## config.mk

```make
export PLATFORM = sky130hd
export DESIGN_NAME = irs_top
export DESIGN_NICKNAME = d
export VERILOG_FILES = /design/src/irs_pkg.sv /design/src/irs_stretch.sv /design/src/irs_top.sv
export SDC_FILE = /design/constraint.sdc
export NUM_CORES = 1
export LEC_CHECK = 0
export BUFFER_PORTS_ARGS = -buffer_cell sky130_fd_sc_hd__buf_2
export CAP_MARGIN = 10
export CORE_ASPECT_RATIO = 0.8
export CORE_MARGIN = 5
export CORE_UTILIZATION = 61
export DETAILED_ROUTE_END_ITERATION = 10
export GPL_TIMING_DRIVEN = 0
export PLACE_DENSITY = 0.85
export SETUP_SLACK_MARGIN = 0.05
export SLEW_MARGIN = 20
export SYNTH_ARGS = -nofsm -noshare
export SYNTH_HDL_FRONTEND = slang
export SYNTH_HIERARCHICAL = 1
export SYNTH_SLANG_ARGS = --single-unit
```

## constraint.sdc

```tcl
create_clock -name ref_clk -period 5.3 [get_ports ref_clk]
set_input_delay 0.795 -clock ref_clk [delete_from_list [all_inputs] [get_ports ref_clk]]
set_output_delay 0.795 -clock ref_clk [all_outputs]
set_load 0.005 [all_outputs]
```

## src/irs_pkg.sv

```systemverilog
// Constants shared by the interrupt and reset status block.
// Assumes a 100 MHz device clock and 8-bit register accesses from the internal serial link.
package irs_pkg;

  // ==========================================================================
  // Register offsets
  // ==========================================================================
  localparam logic [7:0] IMR_OFFSET = 8'h09;
  localparam logic [7:0] IFR_OFFSET = 8'h0A;
  localparam logic [7:0] RSR_OFFSET = 8'h0D;

  // ==========================================================================
  // Flag and enable bit positions, shared by the flag and mask registers except the mask-only BIT_OT_INHIBIT
  // ==========================================================================
  localparam int unsigned SRC_COUNT      = 7;
  localparam int unsigned BIT_STAGE      = 0;
  localparam int unsigned BIT_OVERVOLT   = 1;
  localparam int unsigned BIT_UNDERVOLT  = 2;
  localparam int unsigned BIT_OVERTEMP   = 3;
  localparam int unsigned BIT_BUS_WAKE   = 4;
  localparam int unsigned BIT_HALL       = 5;
  localparam int unsigned BIT_WAKE_INPUT = 6;
  localparam int unsigned BIT_OT_INHIBIT = 7;

  // ==========================================================================
  // Reset status bit positions
  // ==========================================================================
  localparam int unsigned BIT_POWER_ON   = 0;
  localparam int unsigned BIT_PIN_RST    = 1;
  localparam int unsigned BIT_WDOG_RST   = 2;
  localparam int unsigned BIT_OT_RST     = 3;
  localparam int unsigned BIT_LOW_RST    = 4;
  localparam int unsigned BIT_BUS_WF     = 5;
  localparam int unsigned BIT_INPUT_WF   = 6;

  // ==========================================================================
  // Reset values
  // ==========================================================================
  localparam logic [7:0] IMR_RESET = 8'h00;
  localparam logic [7:0] IFR_RESET = 8'h00;
  localparam logic [7:0] RSR_RESET = 8'h01;
  localparam logic [7:0] RDATA_UNMAPPED = 8'h00;

  // ==========================================================================
  // Timing
  // ==========================================================================
  localparam int unsigned CLK_PERIOD_PS      = 10000;
  localparam int unsigned RST_STRETCH_NS     = 1250000;
  localparam int unsigned RST_STRETCH_CYCLES = (RST_STRETCH_NS * 1000) / CLK_PERIOD_PS;

endpackage : irs_pkg

```

## src/irs_stretch.sv

```systemverilog
// Reset stretch counter: holds its output for a set number of cycles after the event ends.
// Assumes the event input is synchronous to ref_clk.
`timescale 1ns/1ps
`default_nettype none

module irs_stretch #(
  parameter int unsigned STRETCH_CYCLES = irs_pkg::RST_STRETCH_CYCLES
) (
  // Clock and reset
  input  wire logic ref_clk,
  input  wire logic nrst,
  input  wire logic ce,
  // Event and stretched output
  input  wire logic event_in,
  output logic      hold
);

  localparam int unsigned CW = $clog2(STRETCH_CYCLES + 1);
  localparam logic [CW-1:0] LOAD = CW'(STRETCH_CYCLES);

  logic [CW-1:0] cnt_reg;
  logic [CW-1:0] cnt_next;
  logic          hold_reg;
  logic          hold_next;

  // ==========================================================================
  // Next state
  // ==========================================================================
  always_comb
  begin
    if (event_in)
    begin
      cnt_next = LOAD;
    end
    else if (cnt_reg != '0)
    begin
      cnt_next = cnt_reg - CW'(1);
    end
    else
    begin
      cnt_next = cnt_reg;
    end
    hold_next = event_in || (cnt_next != '0);
  end

  // ==========================================================================
  // Registers
  // ==========================================================================
  always_ff @(posedge ref_clk)
  begin
    if (!nrst)
    begin
      // Power-on reset loads the full stretch so the pin stays low after release.
      cnt_reg  <= LOAD;
      hold_reg <= 1'b1;
    end
    else if (ce)
    begin
      cnt_reg  <= cnt_next;
      hold_reg <= hold_next;
    end
  end

  assign hold = hold_reg;

endmodule : irs_stretch

`default_nettype wire

```

## src/irs_top.sv

```systemverilog
// Interrupt flags, interrupt mask, reset sources, reset pin stretching and reset status.
// Assumes synchronous inputs from the analog detectors and single-cycle register strobes.
`timescale 1ns/1ps
`default_nettype none

module irs_top #(
  parameter int unsigned STRETCH_CYCLES = irs_pkg::RST_STRETCH_CYCLES
) (
  // Clock, power-on reset, clock enable
  input  wire logic       ref_clk,
  input  wire logic       nrst,
  input  wire logic       ce,
  // Register port from the serial link
  input  wire logic [7:0] reg_addr,
  input  wire logic [7:0] reg_wdata,
  input  wire logic       reg_wr,
  input  wire logic       reg_rd,
  output logic      [7:0] reg_rdata,
  // Detector conditions and events
  input  wire logic       overvolt_cond,
  input  wire logic       undervolt_cond,
  input  wire logic       overtemp_cond,
  input  wire logic       stage_fault_any,
  input  wire logic       bus_wake_evt,
  input  wire logic       hall_edge_evt,
  input  wire logic       wake_input_evt,
  input  wire logic       wdog_reset_req,
  input  wire logic       vdd_low,
  input  wire logic       sleep_wake_bus,
  input  wire logic       sleep_wake_input,
  // Open-drain reset pin
  input  wire logic       rst_pin_in,
  output logic            rst_pin_out,
  output logic            rst_pin_oe_n,
  // Interrupt request
  output logic            irq_n
);

  logic [7:0] mask_reg;
  logic [7:0] mask_next;
  logic [7:0] flag_reg;
  logic [7:0] flag_next;
  logic [7:0] status_reg;
  logic [7:0] status_next;
  logic [7:0] rdata_reg;
  logic [7:0] rdata_next;
  logic       req_prev_reg;
  logic       req_prev_next;
  logic       req_now;
  logic       irq_n_reg;
  logic       irq_n_next;
  logic       oe_n_reg;
  logic       oe_n_next;
  logic       pin_out_reg;
  logic       ot_trip;
  logic       wdog_trip;
  logic       int_evt;
  logic       ext_pin_rst;
  logic       soft_rst;
  logic       stretch_hold;
  logic [6:0] src_set;
  logic [6:0] src_cond;
  logic [7:0] flag_w1c;
  logic [7:0] status_w1c;

  // ==========================================================================
  // Register decode
  // ==========================================================================
  function automatic logic wr_hit(input logic [7:0] addr, input logic [7:0] offset,
                                  input logic wr);
    wr_hit = wr && (addr == offset);
  endfunction : wr_hit

  // ==========================================================================
  // Reset sources
  // ==========================================================================
  assign ot_trip     = overtemp_cond && !mask_reg[irs_pkg::BIT_OT_INHIBIT];
  assign wdog_trip   = wdog_reset_req;
  assign int_evt     = ot_trip || wdog_trip || vdd_low;
  // The pin reads low while we drive it, so only a low seen while released is external.
  assign ext_pin_rst = !rst_pin_in && oe_n_reg;
  assign soft_rst    = int_evt || ext_pin_rst;

  irs_stretch #(
    .STRETCH_CYCLES (STRETCH_CYCLES)
  ) irs_stretch_i (
    .ref_clk  (ref_clk),
    .nrst     (nrst),
    .ce       (ce),
    .event_in (int_evt),
    .hold     (stretch_hold)
  );

  // ==========================================================================
  // Flag, mask and status next values
  // ==========================================================================
  always_comb
  begin
    src_set = '0;
    src_cond = '0;
    src_set[irs_pkg::BIT_OVERVOLT]   = overvolt_cond;
    src_set[irs_pkg::BIT_UNDERVOLT]  = undervolt_cond;
    src_set[irs_pkg::BIT_OVERTEMP]   = overtemp_cond;
    src_set[irs_pkg::BIT_BUS_WAKE]   = bus_wake_evt;
    src_set[irs_pkg::BIT_HALL]       = hall_edge_evt;
    src_set[irs_pkg::BIT_WAKE_INPUT] = wake_input_evt;
    src_cond[irs_pkg::BIT_OVERVOLT]  = overvolt_cond;
    src_cond[irs_pkg::BIT_UNDERVOLT] = undervolt_cond;
    src_cond[irs_pkg::BIT_OVERTEMP]  = overtemp_cond;
    flag_w1c = wr_hit(reg_addr, irs_pkg::IFR_OFFSET, reg_wr) ? reg_wdata : 8'h00;
    status_w1c = wr_hit(reg_addr, irs_pkg::RSR_OFFSET, reg_wr) ? reg_wdata : 8'h00;

    mask_next = mask_reg;
    if (wr_hit(reg_addr, irs_pkg::IMR_OFFSET, reg_wr))
    begin
      mask_next = reg_wdata;
    end

    flag_next = 8'h00;
    for (int i = 1; i < irs_pkg::SRC_COUNT; i++)
    begin
      // A set in the same cycle as a write of one wins over the clear.
      flag_next[i] = src_set[i] || (flag_reg[i] && !(flag_w1c[i] && !src_cond[i]));
    end
    flag_next[irs_pkg::BIT_STAGE] = stage_fault_any;

    status_next = status_reg & ~status_w1c;
    status_next[irs_pkg::BIT_OT_RST]   = status_next[irs_pkg::BIT_OT_RST] || ot_trip;
    status_next[irs_pkg::BIT_WDOG_RST] = status_next[irs_pkg::BIT_WDOG_RST] || wdog_trip;
    status_next[irs_pkg::BIT_LOW_RST]  = status_next[irs_pkg::BIT_LOW_RST] || vdd_low;
    status_next[irs_pkg::BIT_PIN_RST]  = status_next[irs_pkg::BIT_PIN_RST] || ext_pin_rst;
    status_next[irs_pkg::BIT_BUS_WF]   = status_next[irs_pkg::BIT_BUS_WF] || sleep_wake_bus;
    status_next[irs_pkg::BIT_INPUT_WF] = status_next[irs_pkg::BIT_INPUT_WF]
                                         || sleep_wake_input;
    status_next[7] = 1'b0;

    if (soft_rst)
    begin
      mask_next = irs_pkg::IMR_RESET;
      flag_next = irs_pkg::IFR_RESET;
    end
  end

  // ==========================================================================
  // Interrupt, pin and read data next values
  // ==========================================================================
  always_comb
  begin
    req_now    = |(flag_reg[irs_pkg::SRC_COUNT-1:0] & mask_reg[irs_pkg::SRC_COUNT-1:0]);
    irq_n_next = !(req_now && !req_prev_reg);
    oe_n_next  = !stretch_hold;
    req_prev_next = req_now;
    if (soft_rst)
    begin
      // A reset in progress forgets the old request so no stale pulse follows it.
      req_prev_next = 1'b0;
      irq_n_next    = 1'b1;
    end
    rdata_next = rdata_reg;
    if (reg_rd)
    begin
      case (reg_addr)
        irs_pkg::IMR_OFFSET: rdata_next = mask_reg;
        irs_pkg::IFR_OFFSET: rdata_next = flag_reg;
        irs_pkg::RSR_OFFSET: rdata_next = status_reg;
        default:             rdata_next = irs_pkg::RDATA_UNMAPPED;
      endcase
    end
  end

  // ==========================================================================
  // Registers
  // ==========================================================================
  always_ff @(posedge ref_clk)
  begin
    if (!nrst)
    begin
      mask_reg     <= irs_pkg::IMR_RESET;
      flag_reg     <= irs_pkg::IFR_RESET;
      status_reg   <= irs_pkg::RSR_RESET;
      rdata_reg    <= irs_pkg::RDATA_UNMAPPED;
      req_prev_reg <= 1'b0;
      irq_n_reg    <= 1'b1;
      oe_n_reg     <= 1'b0;
      pin_out_reg  <= 1'b0;
    end
    else if (ce)
    begin
      mask_reg     <= mask_next;
      flag_reg     <= flag_next;
      status_reg   <= status_next;
      rdata_reg    <= rdata_next;
      req_prev_reg <= req_prev_next;
      irq_n_reg    <= irq_n_next;
      oe_n_reg     <= oe_n_next;
      pin_out_reg  <= 1'b0;
    end
  end

  assign reg_rdata    = rdata_reg;
  assign irq_n        = irq_n_reg;
  assign rst_pin_oe_n = oe_n_reg;
  assign rst_pin_out  = pin_out_reg;

endmodule : irs_top

`default_nettype wire

```

==> impl_metrics.json <==
{
  "leakage_nw": 1.223,
  "cp-start-kind": "input pin",
  "fin_crit_ns": 2.683,
  "clock_sinks": 51,
  "dp_hpwl_mm": 5.897,
  "hold_ws_ns": 0.4560,
  "core_mm2": 0.004597,
  "synth_cell_types": 61,
  "vias": 2918,
  "cts_hold_buf": 0,
  "tritoncts": "done",
  "seqPwrFrac_pct": 55.3,
  "stdcell_area_mm2": 0.003263,
  "antenna_found_initial": 0,
  "min_path_type": "reg -> reg",
  "endpoint_kind": "flop",
  "fin_nets": 429,
  "hold_viol": 0,
  "ios": 44,
  "synth_area_mm2": 0.002900,
  "cp.required_ns": 5.51,
  "syn_avg_cell_area_um2": 8.358,
  "ir_worst_vdd_v": 0.0001902,
  "pwr-share-clk_pct": 32.5,
  "ys_ff_latch": 51,
  "synth_edf_count": 0,
  "multiInputGateArea_mm2": 0.001697,
  "arrival_ns": 2.89,
  "via_per_inst": 6.427,
  "max_freq_ghz": 0.3728,
  "die_h_um": 71.68,
  "grt_pass1_wl_mm": 13.11,
  "syn_inst": 347,
  "gp_congestion": 0.9570,
  "grt_pass1_vias": 2608,
  "tns_ns": 0,
  "postCtsSetupBuffers": 0,
  "slew_headroom_pct": 51.72,
  "cts_max_path_buffers": 2,
  "path_class": "in -> reg",
  "pwr-share-comb_pct": 12.2,
  "start_util_pct": 63.09,
  "route.detailed.drc": 0,
  "ys_top_cells_by_count": "dfxtp_1, nand2_1, nor2_1",
  "synth.most_common_cell": "dfxtp_1",
  "cts_resized": 0,
  "clkLatencyLatePin_ns": 0.31,
  "ant_nets": 0,
  "drv_slew": 0,
  "rsz0062_at_grt": "no",
  "drt_first_iter_violations": 399,
  "p_sw_uw": 185.6,
  "fp.dieArea_mm2": 0.006242,
  "wl_per_cell_um": 17.86,
  "fillers": 374,
  "rows": 22,
  "die_w_um": 87.09,
  "clk_pin_slew_worst_paths_ns": 0.09,
  "yosysTopAreaCell": "dfxtp_1",
  "power_uw": 709.1,
  "regArea_mm2": 0.001021,
  "areaGrowthSynthToFinish_pct": 12.51,
  "grtUsageTotal_pct": 26.37,
  "portBuffers": 40,
  "setup_violations": 0,
  "worst_pin_slew_ns": 0.7176,
  "cts-root-buf": "clkbuf_8",
  "cts_htree_levels": 2,
  "swShare_pct": 26.17,
  "drive_gt1_share_pct": 20.05,
  "cts_made_buffers": 5,
  "syn_nets": 382,
  "ys.flop_type": "dfxtp_1",
  "maxCapViolCount": 0,
  "worstPathMaxFanout": 8,
  "grt_max_degree": 15,
  "routed_wirelength_mm": 8.107,
  "synth_area_leaders": "dfxtp_1, nand2_1, a21oi_1",
  "p_per_area_mw_per_mm2": 217.3,
  "p_int_uw": 523.5,
  "ys_warn_count": 6,
  "dr.pass1.iters": 5,
  "largest_reg_flops": 17,
  "diodes": 0,
  "post_dp_cell_area_mm2": 0.003176,
  "ys_seq_area_share_pct": 35.20,
  "async_flop_share_pct": 0,
  "synth_top_area_share_pct": 35.20,
  "fin_skew_ns": 0.008983,
  "status": "finished, final reports clean",
  "post-route-period-util_pct": 50.61,
  "grt_overflow": 0
}
==> through the flow <==
| step | setup slack (ns) | cells | utilization, % |
|---|---|---|---|
| after floorplan | 2.901 | 347 | - |
| after global placement | 2.406 | 447 | 69.08 |
| after detailed placement | 2.403 | 447 | 69.08 |
| after CTS | 2.709 | 454 | 70.99 |
| after global routing | 2.465 | 454 | 70.99 |
| final | 2.617 | 454 | 70.99 |
==> routing by layer <==
metal,global-route usage [%],wire [um]
met5,0,0
met4,5.792,69
met3,4.943,898
met2,37.07,3455
met1,41.31,3683
==> cell type report <==
type | count | area share (%)
sequential | 51 | 31.29
buffer | 24 | 3.758
inverter | 16 | 1.840
tap | 60 | 2.301
timing repair buffer | 40 | 6.135
clock buffer | 6 | 2.531
multi-input combinational | 256 | 51.99
clock inverter | 1 | 0.1534
==> placed cells by master (no fill, tap or decap), types with 4 or more instances in the layout <==
master     Yosys  routed
nand2_1       28      28
a21o_1         4       4
o21ai_1        4       4
o21ai_0       15      15
buf_2          7      47
clkbuf_1      11      11
nand4_1        6       6
a22o_1         8       8
a311oi_1       6       6
mux2_2         7       7
and4_1         4       4
clkbuf_8       0       6
a211oi_1       7       7
nor3_1        13      13
nor2_1        25      25
nor2b_1        6       6
inv_1         15      15
nand3_1       11      11
dfxtp_1       51      51
a22oi_1        9       9
a21oi_1       20      20
o22ai_1        6       6
a2bb2oi_1      7       7
nor4_1         7       7
a21boi_0       7       7
o21a_1         9       9
==> path summary, 6_finish.rpt <==
kind,startpoint,end,slack [ns],cells after the start
worst max-delay path,overtemp_cond,irs_stretch_i/hold,2.62,9
worst min-delay path,status_reg[0],status_reg[0],0.46,1
worst max register to register,irs_stretch_i/cnt_reg[0],irs_stretch_i/hold,2.71,9
worst min register to register,status_reg[0],status_reg[0],0.46,1
==> cell families (layout without fill, tap and decap cells) <==
kind of cell	Yosys count	in the layout	share of synthesized area, %
AOI/OAI and AO/OA	113	113	27.74
other	1	1	0.1293
muxes	8	8	3.063
DFF	51	51	35.20
and+or+nand+nor	129	129	25.80
adders and majority gates	2	2	0.8627
buffers and inverters	40	87	6.298
xor gates and xnor gates	3	3	0.9061
==> power groups by stage <==
| stage | combinational [mW] | clock (mW) | sequential, mW |
|---|---|---|---|
| final | 0.0866 | 0.230 | 0.392 |
| after global routing | 0.0932 | 0.251 | 0.393 |
| after global placement | 0.0814 | 0 | 0.401 |
| after CTS | 0.0842 | 0.234 | 0.392 |
| after detailed placement | 0.0837 | 0 | 0.401 |
| after floorplan | 0.0523 | 0 | 0.400 |
==> worst max-delay path, cell delays in order <==
cell and delay (ns):
buf_2 0.11, nor2b_1 0.17, or3_1 0.32, clkbuf_1 0.21
nor2_1 0.45, nand3_1 0.14, a2111oi_0 0.37, nand3_1 0.13
o21a_1 0.19
Note: power is estimated with default switching activity, not from simulation.
